--- src/logic/sbc_map.svh ---
// Constants for the sensorless BLDC commutation controller
`ifndef SBC_MAP_SVH
`define SBC_MAP_SVH
// Clock rate and the times derived from it
`define SBC_CLK_MHZ        100
`define SBC_STOP_TIME_US   1000
`define SBC_LOCK_TIME_US   10000
// Synchronised pin positions
`define SBC_IN_W           10
`define SBC_I_PWM          0
`define SBC_I_POS          1
`define SBC_I_OC           2
`define SBC_I_DIR          3
`define SBC_I_LEADLO       4
`define SBC_I_LEADHI       5
`define SBC_I_WIDA         6
`define SBC_I_WIDB         7
`define SBC_I_FORM         8
`define SBC_I_LAP          9
// Synchroniser reset: PWM pin idles high (off), the rest low
`define SBC_SYNC_RST       10'h001
// Start-up counter widths
`define SBC_BITS_16        5'h10
`define SBC_BITS_14        5'h0e
`define SBC_BITS_12        5'h0c
`define SBC_BIT_EXTRA      5'h03
// Lead angle codes {hi, lo}
`define SBC_LEAD_0         2'h0
`define SBC_LEAD_7P5       2'h1
`define SBC_LEAD_15        2'h2
`define SBC_LEAD_30        2'h3
// Sequencing counts
`define SBC_STEP_FIRST     3'h0
`define SBC_STEP_LAST      3'h5
`define SBC_START_PULSES   2'h2
`define SBC_CROSS_RUN      4'h2
`define SBC_CROSS_FG       4'h8
`define SBC_U_CROSSES      2'h2
`endif

--- src/logic/sbc_pkg.sv ---
// Types for the sensorless BLDC commutation controller
package sbc_pkg;
   typedef enum logic [2:0] {
      SBC_IDLE  = 3'h1,
      SBC_FORCE = 3'h2,
      SBC_RUN   = 3'h4
   } sbc_state_e;
   typedef logic [19:0] sbc_cnt_t;
   typedef logic [2:0]  sbc_step_t;
   typedef logic [5:0]  sbc_pat_t;
endpackage : sbc_pkg

--- src/logic/sbc_commutation_ctrl.sv ---
// Sensorless three-phase BLDC commutation controller core
`timescale 1ns/100ps
`include "sbc_map.svh"

module sbc_commutation_ctrl
#(
   parameter int STOP_CYCLES = `SBC_STOP_TIME_US * `SBC_CLK_MHZ,
   parameter int LOCK_CYCLES = `SBC_LOCK_TIME_US * `SBC_CLK_MHZ
)
(
   input  wire logic mclk,
   input  wire logic resetn,
   input  wire logic ce,
   input  wire logic pwmIn,
   input  wire logic positionIn,
   input  wire logic overcurrentIn,
   input  wire logic rotationDirectionIn,
   input  wire logic leadSelLo,
   input  wire logic leadSelHi,
   input  wire logic startWidthSelA,
   input  wire logic startWidthSelB,
   input  wire logic outputFormSel,
   input  wire logic overlapSel,
   output wire logic uHighOnN,
   output wire logic vHighOnN,
   output wire logic wHighOnN,
   output wire logic uLowOn,
   output wire logic vLowOn,
   output wire logic wLowOn,
   output wire logic rotationSignalOut
);

   localparam sbc_pkg::sbc_cnt_t STOP_CNT = sbc_pkg::sbc_cnt_t'(STOP_CYCLES);
   localparam sbc_pkg::sbc_cnt_t LOCK_CNT = sbc_pkg::sbc_cnt_t'(LOCK_CYCLES);

   // Pattern per step: {high W V U, low W V U}
   function automatic sbc_pkg::sbc_pat_t patOf(input sbc_pkg::sbc_step_t s);
      sbc_pkg::sbc_pat_t p;
      case (s)
         3'h0:    p = 6'h0a;
         3'h1:    p = 6'h0c;
         3'h2:    p = 6'h14;
         3'h3:    p = 6'h11;
         3'h4:    p = 6'h21;
         3'h5:    p = 6'h22;
         default: p = 6'h00;
      endcase
      return p;
   endfunction : patOf

   // Next step in the chosen direction
   function automatic sbc_pkg::sbc_step_t nextStep(input sbc_pkg::sbc_step_t s,
                                                   input logic rev);
      sbc_pkg::sbc_step_t n;
      if (rev)
         n = (s == `SBC_STEP_FIRST) ? `SBC_STEP_LAST : s - 3'h1;
      else
         n = (s == `SBC_STEP_LAST) ? `SBC_STEP_FIRST : s + 3'h1;
      return n;
   endfunction : nextStep

   logic [`SBC_IN_W-1:0]   syncA_q;
   logic [`SBC_IN_W-1:0]   syncB_q;
   logic [`SBC_IN_W-1:0]   syncAD;
   logic [`SBC_IN_W-1:0]   syncBD;

   // Every pin but mclk, resetn and ce passes two flip-flops before use
   always_comb
   begin
      syncAD = {overlapSel, outputFormSel, startWidthSelB, startWidthSelA, leadSelHi,
                leadSelLo, rotationDirectionIn, overcurrentIn, positionIn, pwmIn};
      syncBD = syncA_q;
   end

   always_ff @(posedge mclk)
   begin
      if (!resetn)
      begin
         syncA_q <= `SBC_SYNC_RST; // PWM off level, so no false fall follows reset
         syncB_q <= `SBC_SYNC_RST;
      end
      else if (ce)
      begin
         syncA_q <= syncAD;
         syncB_q <= syncBD;
      end
   end

   logic                   pwmS;
   logic                   posS;
   logic                   ocS;
   logic                   dirS;
   logic [1:0]             leadS;
   logic                   formS;
   logic                   lapS;

   assign pwmS  = syncB_q[`SBC_I_PWM];
   assign posS  = syncB_q[`SBC_I_POS];
   assign ocS   = syncB_q[`SBC_I_OC];
   assign dirS  = syncB_q[`SBC_I_DIR];
   assign leadS = {syncB_q[`SBC_I_LEADHI], syncB_q[`SBC_I_LEADLO]};
   assign formS = syncB_q[`SBC_I_FORM];
   assign lapS  = syncB_q[`SBC_I_LAP];

   sbc_pkg::sbc_state_e    state_q,    stateD;
   sbc_pkg::sbc_step_t     step_q,     stepD;
   sbc_pkg::sbc_cnt_t      fTimer_q,   fTimerD;
   logic                   first_q,    firstD;
   sbc_pkg::sbc_cnt_t      idle_q,     idleD;
   logic [1:0]             pulse_q,    pulseD;
   logic                   pwmPrev_q,  pwmPrevD;
   logic                   posSmp_q,   posSmpD;
   logic                   posLvl_q,   posLvlD;
   logic [3:0]             cross_q,    crossD;
   logic [1:0]             mod3_q,     mod3D;
   logic                   uRes_q,     uResD;
   logic                   fgEn_q,     fgEnD;
   sbc_pkg::sbc_cnt_t      period_q,   periodD;
   sbc_pkg::sbc_cnt_t      delay_q,    delayD;
   logic                   armed_q,    armedD;
   sbc_pkg::sbc_cnt_t      lapLen_q,   lapLenD;
   sbc_pkg::sbc_cnt_t      lap_q,      lapD;
   sbc_pkg::sbc_pat_t      prevPat_q,  prevPatD;
   logic [2:0]             hiN_q,      hiND;
   logic [2:0]             lo_q,       loD;
   logic                   fg_q,       fgD;

   logic [4:0]             widthBits;
   logic [20:0]            limWide;
   sbc_pkg::sbc_cnt_t      lim;
   sbc_pkg::sbc_cnt_t      curLim;
   logic                   stopSeen;
   logic                   pwmFall;
   logic                   crossing;
   logic                   lead30;
   sbc_pkg::sbc_pat_t      pat;
   logic                   gateHi;
   logic                   chop;
   logic [2:0]             hiOn;
   logic [2:0]             loOn;

   // Sequencer: start/stop, forced and sensed commutation, lap, rotation signal
   always_comb
   begin
      stateD   = state_q;
      stepD    = step_q;
      fTimerD  = fTimer_q;
      firstD   = first_q;
      pulseD   = pulse_q;
      crossD   = cross_q;
      mod3D    = mod3_q;
      uResD    = uRes_q;
      fgEnD    = fgEn_q;
      periodD  = period_q;
      delayD   = delay_q;
      armedD   = armed_q;
      lapLenD  = lapLen_q;
      lapD     = lap_q;
      prevPatD = prevPat_q;
      posSmpD  = posSmp_q;
      posLvlD  = posLvl_q;
      pwmPrevD = pwmS;
      crossing = 1'b0;
      lead30   = (leadS == `SBC_LEAD_30);
      // Start-up counter width from the select pair
      case ({syncB_q[`SBC_I_WIDB], syncB_q[`SBC_I_WIDA]})
         2'h3:    widthBits = `SBC_BITS_16;
         2'h2:    widthBits = `SBC_BITS_14;
         default: widthBits = `SBC_BITS_12;
      endcase
      // Six steps of 2^(bits+3) clocks each make one electrical turn
      limWide = (21'h1 << (widthBits + `SBC_BIT_EXTRA)) - 21'h1;
      lim     = limWide[19:0];
      // Thirty degree forced lead: first step cut to half length
      curLim  = (first_q && lead30) ? (lim >> 1) : lim;
      // PWM held high (duty zero) for the stop time is a stop
      idleD    = !pwmS ? '0 : ((idle_q == STOP_CNT) ? idle_q : idle_q + 20'h1);
      stopSeen = (idle_q == STOP_CNT);
      pwmFall  = pwmPrev_q & ~pwmS;
      // Position sampled only at PWM falling edges, confirmed on two in a row
      if (pwmFall)
      begin
         posSmpD = posS;
         if ((posS == posSmp_q) && (posS != posLvl_q))
         begin
            crossing = 1'b1;
            posLvlD  = posS;
         end
      end
      case (state_q)
         sbc_pkg::SBC_IDLE:
         begin
            fgEnD = 1'b0;
            if (pwmFall && (pulse_q != `SBC_START_PULSES))
               pulseD = pulse_q + 2'h1;
            if (stopSeen)
               pulseD = '0;
            if (pulse_q == `SBC_START_PULSES)
            begin
               stateD  = sbc_pkg::SBC_FORCE;
               stepD   = `SBC_STEP_FIRST;
               fTimerD = '0;
               firstD  = 1'b1;
               crossD  = '0;
               pulseD  = '0;
               lapD    = '0;
               armedD  = 1'b0;
            end
         end
         sbc_pkg::SBC_FORCE:
         begin
            fgEnD = 1'b0;
            if (fTimer_q >= curLim)
            begin
               fTimerD = '0;
               firstD  = 1'b0;
               stepD   = nextStep(step_q, dirS);
            end
            else
               fTimerD = fTimer_q + 20'h1;
            if (crossing)
               crossD = cross_q + 4'h1;
            if (cross_q == `SBC_CROSS_RUN)
            begin
               stateD  = sbc_pkg::SBC_RUN;
               periodD = '0;
               armedD  = 1'b0;
               crossD  = '0;
               mod3D   = '0;
               uResD   = posLvl_q;
            end
            if (stopSeen)
               stateD = sbc_pkg::SBC_IDLE;
         end
         sbc_pkg::SBC_RUN:
         begin
            periodD = (period_q == LOCK_CNT) ? period_q : period_q + 20'h1;
            if (lap_q != '0)
               lapD = lap_q - 20'h1;
            // Commutate when the delay after the crossing runs out
            if (armed_q)
            begin
               if (delay_q == '0)
               begin
                  armedD   = 1'b0;
                  prevPatD = patOf(step_q);
                  stepD    = nextStep(step_q, dirS);
                  lapD     = lapS ? '0 : lapLen_q;
               end
               else
                  delayD = delay_q - 20'h1;
            end
            if (crossing)
            begin
               periodD = '0;
               armedD  = 1'b1;
               // Delay is 30 degrees less the lead, as part of the 60 degree interval
               case (leadS)
                  `SBC_LEAD_0:   delayD = period_q >> 1;
                  `SBC_LEAD_7P5: delayD = (period_q >> 2) + (period_q >> 3);
                  `SBC_LEAD_15:  delayD = period_q >> 2;
                  default:       delayD = '0;
               endcase
               // Overlap shrinks as the lead grows
               case (leadS)
                  `SBC_LEAD_0,
                  `SBC_LEAD_7P5: lapLenD = period_q >> 3;
                  default:       lapLenD = period_q >> 4;
               endcase
               if (cross_q != `SBC_CROSS_FG)
                  crossD = cross_q + 4'h1;
               if (cross_q == `SBC_CROSS_FG - 4'h1)
                  fgEnD = 1'b1;
               // U-phase result flips every third crossing
               if (mod3_q == `SBC_U_CROSSES)
               begin
                  mod3D = '0;
                  uResD = ~uRes_q;
               end
               else
                  mod3D = mod3_q + 2'h1;
            end
            if (period_q == LOCK_CNT)
            begin
               stateD  = sbc_pkg::SBC_FORCE;
               stepD   = `SBC_STEP_FIRST;
               fTimerD = '0;
               firstD  = 1'b1;
               crossD  = '0;
               fgEnD   = 1'b0;
               armedD  = 1'b0;
               lapD    = '0;
            end
            if (stopSeen)
            begin
               stateD = sbc_pkg::SBC_IDLE;
               fgEnD  = 1'b0;
            end
         end
         default:
         begin
            stateD = sbc_pkg::SBC_IDLE;
         end
      endcase
      // Phase pattern plus the outgoing pair while the lap window is open
      pat    = patOf(step_q) | ((lap_q != '0) ? prevPat_q : 6'h00);
      gateHi = formS ? ~step_q[0] : 1'b1;
      chop   = ~pwmS & ~ocS;
      if (state_q == sbc_pkg::SBC_IDLE)
      begin
         hiOn = 3'h0;
         loOn = 3'h0;
      end
      else
      begin
         hiOn = pat[5:3] & (gateHi ? {3{chop}} : 3'h7);
         loOn = pat[2:0] & (gateHi ? 3'h7 : {3{chop}});
      end
      hiND = ~hiOn;
      loD  = loOn;
      fgD  = (state_q == sbc_pkg::SBC_RUN) & fgEn_q & uRes_q;
   end

   // Register the sequencer state
   always_ff @(posedge mclk)
   begin
      if (!resetn)
      begin
         state_q   <= sbc_pkg::SBC_IDLE;
         step_q    <= `SBC_STEP_FIRST;
         fTimer_q  <= '0;
         first_q   <= 1'b0;
         idle_q    <= '0;
         pulse_q   <= '0;
         pwmPrev_q <= 1'b1;
         posSmp_q  <= 1'b0;
         posLvl_q  <= 1'b0;
         cross_q   <= '0;
         mod3_q    <= '0;
         uRes_q    <= 1'b0;
         fgEn_q    <= 1'b0;
         period_q  <= '0;
         delay_q   <= '0;
         armed_q   <= 1'b0;
         lapLen_q  <= '0;
         lap_q     <= '0;
         prevPat_q <= '0;
         hiN_q     <= 3'h7;
         lo_q      <= 3'h0;
         fg_q      <= 1'b0;
      end
      else if (ce)
      begin
         state_q   <= stateD;
         step_q    <= stepD;
         fTimer_q  <= fTimerD;
         first_q   <= firstD;
         idle_q    <= idleD;
         pulse_q   <= pulseD;
         pwmPrev_q <= pwmPrevD;
         posSmp_q  <= posSmpD;
         posLvl_q  <= posLvlD;
         cross_q   <= crossD;
         mod3_q    <= mod3D;
         uRes_q    <= uResD;
         fgEn_q    <= fgEnD;
         period_q  <= periodD;
         delay_q   <= delayD;
         armed_q   <= armedD;
         lapLen_q  <= lapLenD;
         lap_q     <= lapD;
         prevPat_q <= prevPatD;
         hiN_q     <= hiND;
         lo_q      <= loD;
         fg_q      <= fgD;
      end
   end

   // Outputs straight from registers
   assign uHighOnN          = hiN_q[0];
   assign vHighOnN          = hiN_q[1];
   assign wHighOnN          = hiN_q[2];
   assign uLowOn            = lo_q[0];
   assign vLowOn            = lo_q[1];
   assign wLowOn            = lo_q[2];
   assign rotationSignalOut = fg_q;

endmodule : sbc_commutation_ctrl

--- config.mk ---
export PLATFORM = sky130hd
export DESIGN_NAME = sbc_commutation_ctrl
export DESIGN_NICKNAME = d
export VERILOG_FILES = /design/src/logic/sbc_pkg.sv /design/src/logic/sbc_commutation_ctrl.sv
export VERILOG_INCLUDE_DIRS = /design/src /design/src/logic
export SDC_FILE = /design/constraint.sdc
export NUM_CORES = 1
export LEC_CHECK = 0
export BUFFER_PORTS_ARGS = -buffer_cell sky130_fd_sc_hd__buf_2
export CORE_ASPECT_RATIO = 0.8
export CORE_MARGIN = 2
export CORE_UTILIZATION = 30
export CTS_CLUSTER_SIZE = 14
export DETAILED_ROUTE_END_ITERATION = 8
export PLACE_DENSITY = 0.45
export SYNTH_ARGS = -nofsm -noshare
export SYNTH_HDL_FRONTEND = slang
export SYNTH_SLANG_ARGS = --single-unit
--- constraint.sdc ---
create_clock -name mclk -period 5.9 [get_ports mclk]
set_clock_uncertainty 0.05 [all_clocks]
set_input_delay 0 -clock mclk [delete_from_list [all_inputs] [get_ports mclk]]
set_output_delay 0 -clock mclk [all_outputs]
set_load 0.01 [all_outputs]
==> summary.md, run 1 <==
| Metric | Value |
|---|---|
| Result of the run | completed |
| Cell area after technology mapping | 10,600 sq um |
| Proportion of synthesized flip-flops having asynchronous set or reset | 0 |
| Cell count after synthesis | 1,325 |
| Chip Height | 172 microns |
| Detailed placer's ending HPWL | 21,100 microns |
| DRC violations left | 0 |
| Number of nets in the synthesized netlist | 1,395 |
| Global-route wire length before repair | 47,900 microns |
| Source-to-sink clock delay at the later pin of the worst-skew pair | 0.45 ns |
| Unrepaired setup endpoints after global routing | false |
| Max Slew Vio Count | 0 |
| Top-area cell type share of the netlist area | 0.324 |
| Clock sink count | 171 |
| Layout Nets | 1,390 |
| Leakage dissipation | 4.50 nW |
| Critical Path Sink Type | register |
| Root Buffer Master | sky130_fd_sc_hd__clkbuf_16 |
| Clock tree from TritonCTS | done |
| Total wire length after detailed routing | 29,400 microns |
| Syn_area_per_cell | 7.98 sq um |
| FF-to-FF setup slack | 2.28 ns |
| Total GRT Usage | 0.165 |
| Count of synthesis-stage warnings from yosys | 0 |
| Vias in the first global route | 8,657 |
| Biggest fanout along the worst timing path | 20 |
| P_int | 1.88 mW |
| Dominant cell by count in the synthesized netlist | sky130_fd_sc_hd__dfxtp_1 |
| DIE AREA | 36,800 sq um |
| Total power density per cell area | 208 nW/um^2 |
| Minimum period implied by the final worst setup slack | 3.62 ns |
| Maximum number of buffers from clock root to sink | 2 |
| X dimension of the die | 214 microns |
| Setup-violating endpoint count in the final report | 0 |
| Core Area | 34,700 sq um |
| Most instantiated cells after synthesis | sky130_fd_sc_hd__dfxtp_1, sky130_fd_sc_hd__nor2_1, sky130_fd_sc_hd__nand2_1 |
| Synth Register Bits | 171 |
| Cts bufs inserted | 17 |
| Number of cells on the worst reg-to-reg path | 6 |
| Proportion of power drawn by flip-flops and latches | 0.478 |
| Global placer's final weighted congestion | 0.855 |
| Number of port buffers | 19 |
| Reported net switching power | 570 uW |
| Cell type with the highest aggregate area in the netlist | sky130_fd_sc_hd__dfxtp_1 |
| Clock network fraction of design power | 0.487 |
| Sum of negative setup slack | 0 ns |
| Worst Hold Class | primary input to register |
| Data required, critical path | 6.22 ns |
| Sum of overflow across all layers after global routing | 0 |
| Worst EP arrival | 3.94 ns |
| Register clock-pin slew on the reported worst setup and hold paths | 0.07 ns |
| Number of violations reported at the end of detailed-routing iteration 0 | 657 |
| Part of the total power dissipated in combinational logic | 0.035 |
| Number of H-tree levels | 4 |
| Share of cells above drive strength 1 | 0.0728 |
| Number of vias after detailed routing | 9,332 |
| Type of the worst setup path | register to register |
| Max-cap violation count | 0 |
| Number of antenna diodes | 0 |
| Share of the yosys chip area belonging to registers | 0.324 |
| # Post-CTS Setup Buffers | 0 |
| Hold path cells | 2 |
| Layout overhead on the synthesized area | 11.6% |
| Number of search-and-repair iterations in the first detailed-routing pass | 5 |
| PnR worst setup slack | 2.28 ns |
| Worst supply voltage drop on vdd | 0.145 mV |
| Kind of start point of the critical path | register |
| Largest net degree at the start of global routing | 67 |
| Worst slew slack as a fraction of its limit | 0.230 |
| Most used DFF post-synth | sky130_fd_sc_hd__dfxtp_1 |
| Starting density of the core | 0.304 |
| Hold Vio Cnt, Final | 0 |
| Initial antenna violation count | 0 |
| Post-CTS Hold Fix Bufs | 10 |
| Post-cts gate resize count | 0 |
| Highest clock rate | 0.276 GHz |
| Switching Fraction | 0.233 |
| Number of different library cells in the post-synthesis netlist | 92 |
| Post-DRT Antenna Nets | 0 |
| Actual transition at the worst max-transition pin | 1.15 ns |
| Core Rows | 61 |
| Top cells by area in the synthesized netlist | sky130_fd_sc_hd__dfxtp_1, sky130_fd_sc_hd__ha_1, sky130_fd_sc_hd__nor2_1, sky130_fd_sc_hd__o21ai_0, sky130_fd_sc_hd__mux2i_1 |
| Post-route clock period utilization | 0.613 |
| EDFF count, synth | 0 |
| Via-to-Cell Ratio | 5.17 |
| Number of top-level pins | 20 |
| DP Worst Slack | 2.29 ns |
| WL per Instance | 16.3 microns |
layer usage:
layer | share of wire | routed length, microns | GRT usage
met3 | 0.035 | 1040 | 0.0285
met1 | 0.55 | 16300 | 0.256
met2 | 0.40 | 11700 | 0.233
met5 | 0 | 0 | 0
met4 | 0.011 | 329 | 0.0399
flip-flops by register name, indices dropped and copies added (netlist names), 4 cells and up:
register   flops
cross_q        4
fTimer_q      20
lapLen_q      17
period_q      20
prevPat_q      6
syncA_q       10
syncB_q       10
lap_q         20
delay_q       20
idle_q        20
power groups by stage:
stage          registers (mW)  clock network [mW]  logic, mW
6_report                 1.17                1.19     0.0844
5_1_grt                  1.17                1.28     0.0943
4_1_cts                  1.17                1.23     0.0860
3_5_place_dp             1.20                   0     0.0805
3_3_place_gp             1.20                   0     0.0799
2_1_floorplan            1.19                   0     0.0583
through the flow:
stage	hold slack (ns)	total power, mW	std cells	instance area, sq um	utilization
global route	0.0804	2.55	1805	11800	0.340
finish	0.0670	2.45	1805	11800	0.340
CTS	0.0560	2.49	1805	11800	0.340
floorplan	0.0784	1.25	1325	10600	-
detailed placement	0.174	1.28	1763	11100	0.319
global placement	0.165	1.28	1763	11100	0.319
path summary, 6_finish.rpt:
kind                                   start      endpoint
worst min-delay path                  resetn  lapLen_q[15]
worst min register to register  prevPat_q[2]  prevPat_q[2]
worst max-delay path             delay_q[11]  prevPat_q[3]
worst max register to register   delay_q[11]  prevPat_q[3]
worst max-delay path: stages (launching register included):
cell	delay (ns)
sky130_fd_sc_hd__dfxtp_1	0.34
sky130_fd_sc_hd__or3_1	0.47
sky130_fd_sc_hd__nor4_1	0.76
sky130_fd_sc_hd__nand4b_1	0.99
sky130_fd_sc_hd__nor2_1	0.61
sky130_fd_sc_hd__o21ai_0	0.15
sky130_fd_sc_hd__a21boi_0	0.18
cell families after synthesis:
kind of cell	synth area share
xor+xnor	0.0481
other cells	0.000355
mux	0.0446
buf+inv	0.0420
flops	0.324
simple gates	0.271
fa+ha+maj	0.0682
compound gates	0.202
area by class of cell:
type | count | area (sq um)
Clock buffer | 20 | 447
Inverter | 46 | 173
Clock inverter | 12 | 164
Tap cell | 472 | 591
Fill cell | 3708 | 22900
Multi-Input combinational cell | 1044 | 6720
Timing Repair Buffer | 40 | 280
Sequential cell | 171 | 3420
layout by cell type, fill, tap and decap left out, types with 18 or more instances in the layout:
cell	count
sky130_fd_sc_hd__inv_1	44
sky130_fd_sc_hd__a21oi_1	65
sky130_fd_sc_hd__o21ai_0	98
sky130_fd_sc_hd__nand4_1	25
sky130_fd_sc_hd__nand2_1	122
sky130_fd_sc_hd__ha_1	56
sky130_fd_sc_hd__nor2b_1	47
sky130_fd_sc_hd__mux2i_1	46
sky130_fd_sc_hd__dfxtp_1	171
sky130_fd_sc_hd__buf_2	18
sky130_fd_sc_hd__or3_1	26
sky130_fd_sc_hd__nor2_1	140
sky130_fd_sc_hd__nand3_1	41
sky130_fd_sc_hd__xnor2_1	32
sky130_fd_sc_hd__xor2_1	26
sky130_fd_sc_hd__nor3_1	44
No activity file was read; power rests on OpenSTA's default activity.
==> run 2: changes to the inputs <==
--- a/config.mk
+++ b/config.mk
@@ -12,7 +12,7 @@
 export CORE_UTILIZATION = 30
 export CTS_CLUSTER_SIZE = 14
 export DETAILED_ROUTE_END_ITERATION = 8
-export PLACE_DENSITY = 0.45
+export PLACE_DENSITY = 0.47
 export SYNTH_ARGS = -nofsm -noshare
 export SYNTH_HDL_FRONTEND = slang
 export SYNTH_SLANG_ARGS = --single-unit
==> constraint.sdc (replaced) <==
create_clock -name mclk -period 3.3 [get_ports mclk]
set_clock_uncertainty 0.05 [all_clocks]
set_input_delay 0 -clock mclk [delete_from_list [all_inputs] [get_ports mclk]]
set_output_delay 0 -clock mclk [all_outputs]
set_load 0.01 [all_outputs]
==> summary.md, run 2 (synthesized netlist as in run 1, its figures left out) <==
| Metric | Value |
|---|---|
| Result of the run | completed |
| Core Rows | 61 |
| Global placer's final weighted congestion | 0.846 |
| Proportion of power drawn by flip-flops and latches | 0.483 |
| P_int | 3.27 mW |
| Worst supply voltage drop on vdd | 0.296 mV |
| Global-route wire length before repair | 47,800 microns |
| Switching Fraction | 0.246 |
| Starting density of the core | 0.304 |
| Number of top-level pins | 20 |
| Biggest fanout along the worst timing path | 12 |
| Source-to-sink clock delay at the later pin of the worst-skew pair | 0.46 ns |
| Clock network fraction of design power | 0.481 |
| Number of violations reported at the end of detailed-routing iteration 0 | 768 |
| DIE AREA | 36,800 sq um |
| Commonest cells after routing, fill and taps aside | sky130_fd_sc_hd__dfxtp_1, sky130_fd_sc_hd__nor2_1, sky130_fd_sc_hd__nand2_1 |
| Most common cell after layout, fill and taps aside | sky130_fd_sc_hd__dfxtp_1 |
| Max-cap violation count | 0 |
| Number of port buffers | 19 |
| Unrepaired setup endpoints after global routing | false |
| Reported net switching power | 1.06 mW |
| Worst slew slack as a fraction of its limit | 0.463 |
| Clock sink count | 171 |
| Sum of overflow across all layers after global routing | 0 |
| Root Buffer Master | sky130_fd_sc_hd__clkbuf_16 |
| Final core utilization | 0.344 |
| Type of the worst setup path | register to register |
| # Post-CTS Setup Buffers | 0 |
| Layout overhead on the synthesized area | 13.0% |
| Detailed placer's ending HPWL | 21,100 microns |
| Layout Nets | 1,411 |
| Sum of negative setup slack | 0 ns |
| Kind of start point of the critical path | register |
| Total GRT Usage | 0.165 |
| Setup-violating endpoint count in the final report | 0 |
| Vias in the first global route | 8,608 |
| Chip Height | 172 microns |
| Number of vias after detailed routing | 9,388 |
| Max Slew Vio Count | 0 |
| Total wire length after detailed routing | 29,300 microns |
| Highest clock rate | 0.331 GHz |
| Area after DPL | 11,200 sq um |
| Final design instance area without fill | 11,900 sq um |
| Number of search-and-repair iterations in the first detailed-routing pass | 6 |
| DRC violations left | 0 |
| Minimum period implied by the final worst setup slack | 3.02 ns |
| Post-cts gate resize count | 0 |
| Post-DRT Antenna Nets | 0 |
| WL per Instance | 16.0 microns |
| Share of cells above drive strength 1 | 0.0871 |
| Hold WS | 0.0536 ns |
| Number of inserted filler cells in the final layout | 3,680 |
| X dimension of the die | 214 microns |
| Worst EP arrival | 3.37 ns |
| Data required, critical path | 3.65 ns |
| Actual transition at the worst max-transition pin | 0.795 ns |
| PnR worst setup slack | 0.276 ns |
| Post-route clock period utilization | 0.916 |
| Worst Hold Class | primary input to register |
| Maximum number of buffers from clock root to sink | 2 |
| Total power density per cell area | 363 nW/um^2 |
| DP Worst Slack | 0.297 ns |
| Leakage dissipation | 4.60 nW |
| Part of the total power dissipated in combinational logic | 0.036 |
| Hold Vio Cnt, Final | 0 |
| Clock tree from TritonCTS | done |
| Number of H-tree levels | 4 |
| Via-to-Cell Ratio | 5.14 |
| Largest net degree at the start of global routing | 57 |
| Core Area | 34,700 sq um |
| Cts bufs inserted | 17 |
| Initial antenna violation count | 0 |
| Critical Path Sink Type | register |
| Number of antenna diodes | 0 |
| Register clock-pin slew on the reported worst setup and hold paths | 0.07 ns |
==> run 2: worst max-delay path, stage by stage (launching register included) <==
cell	delay, ns
sky130_fd_sc_hd__dfxtp_1	0.36
sky130_fd_sc_hd__inv_1	0.07
sky130_fd_sc_hd__ha_1	0.19
sky130_fd_sc_hd__or3b_2	0.49
sky130_fd_sc_hd__or3_1	0.55
sky130_fd_sc_hd__o41a_4	0.43
sky130_fd_sc_hd__a21o_1	0.34
sky130_fd_sc_hd__o211ai_2	0.15
sky130_fd_sc_hd__o221ai_2	0.10
sky130_fd_sc_hd__o21ba_1	0.24
==> run 2: final timing paths <==
path              start     endpoint  slack, ns  depth (start not counted)
max          delay_q[0]  delay_q[15]       0.28                          9
min                  ce    pwmPrev_q       0.05                          4
max reg2reg  delay_q[0]  delay_q[15]       0.28                          9
min reg2reg   lap_q[10]    lap_q[10]       0.40                          2
==> run 2: power by group through the flow <==
stage	logic [mW]	clock network, mW	registers [mW]
finish	0.156	2.09	2.09
global placement	0.147	0	2.14
detailed placement	0.148	0	2.14
CTS	0.159	2.16	2.09
global route	0.176	2.23	2.09
floorplan	0.104	0	2.13
==> run 2: area by class of cell <==
| class | instances | area [sq um] | area share |
|---|---|---|---|
| multi-input cells | 1044 | 6720 | 0.562 |
| flip-flops and latches | 171 | 3420 | 0.287 |
| well taps | 472 | 591 | 0.0494 |
| repair buffers | 61 | 455 | 0.0381 |
| clock buffers | 17 | 425 | 0.0356 |
| inverters | 46 | 173 | 0.0145 |
| clock inverters | 15 | 159 | 0.0133 |
==> run 2: timing repair <==
| item | 4_1_cts | 5_1_grt |
|---|---|---|
| setup endpoints to repair | 0 | 0 |
| endpoints found under the hold margin | 29 | 0 |
| hold buffers | 12 | 0 |
==> run 2: metrics by stage <==
stage / total power [mW] / cells
6_report: 4.33 / 1826
5_1_grt: 4.50 / 1826
4_1_cts: 4.41 / 1826
3_5_place_dp: 2.29 / 1782
3_3_place_gp: 2.29 / 1782
2_1_floorplan: 2.24 / 1325
==> run 2: metal layers <==
| metal | global-route usage | wire length (microns) | vias to the layer above |
|---|---|---|---|
| met5 | 0 | 0 | - |
| met4 | 0.0423 | 302 | 0 |
| li1 | - | - | 4790 |
| met3 | 0.0243 | 1010 | 19 |
| met2 | 0.228 | 11700 | 131 |
| met1 | 0.261 | 16300 | 4448 |
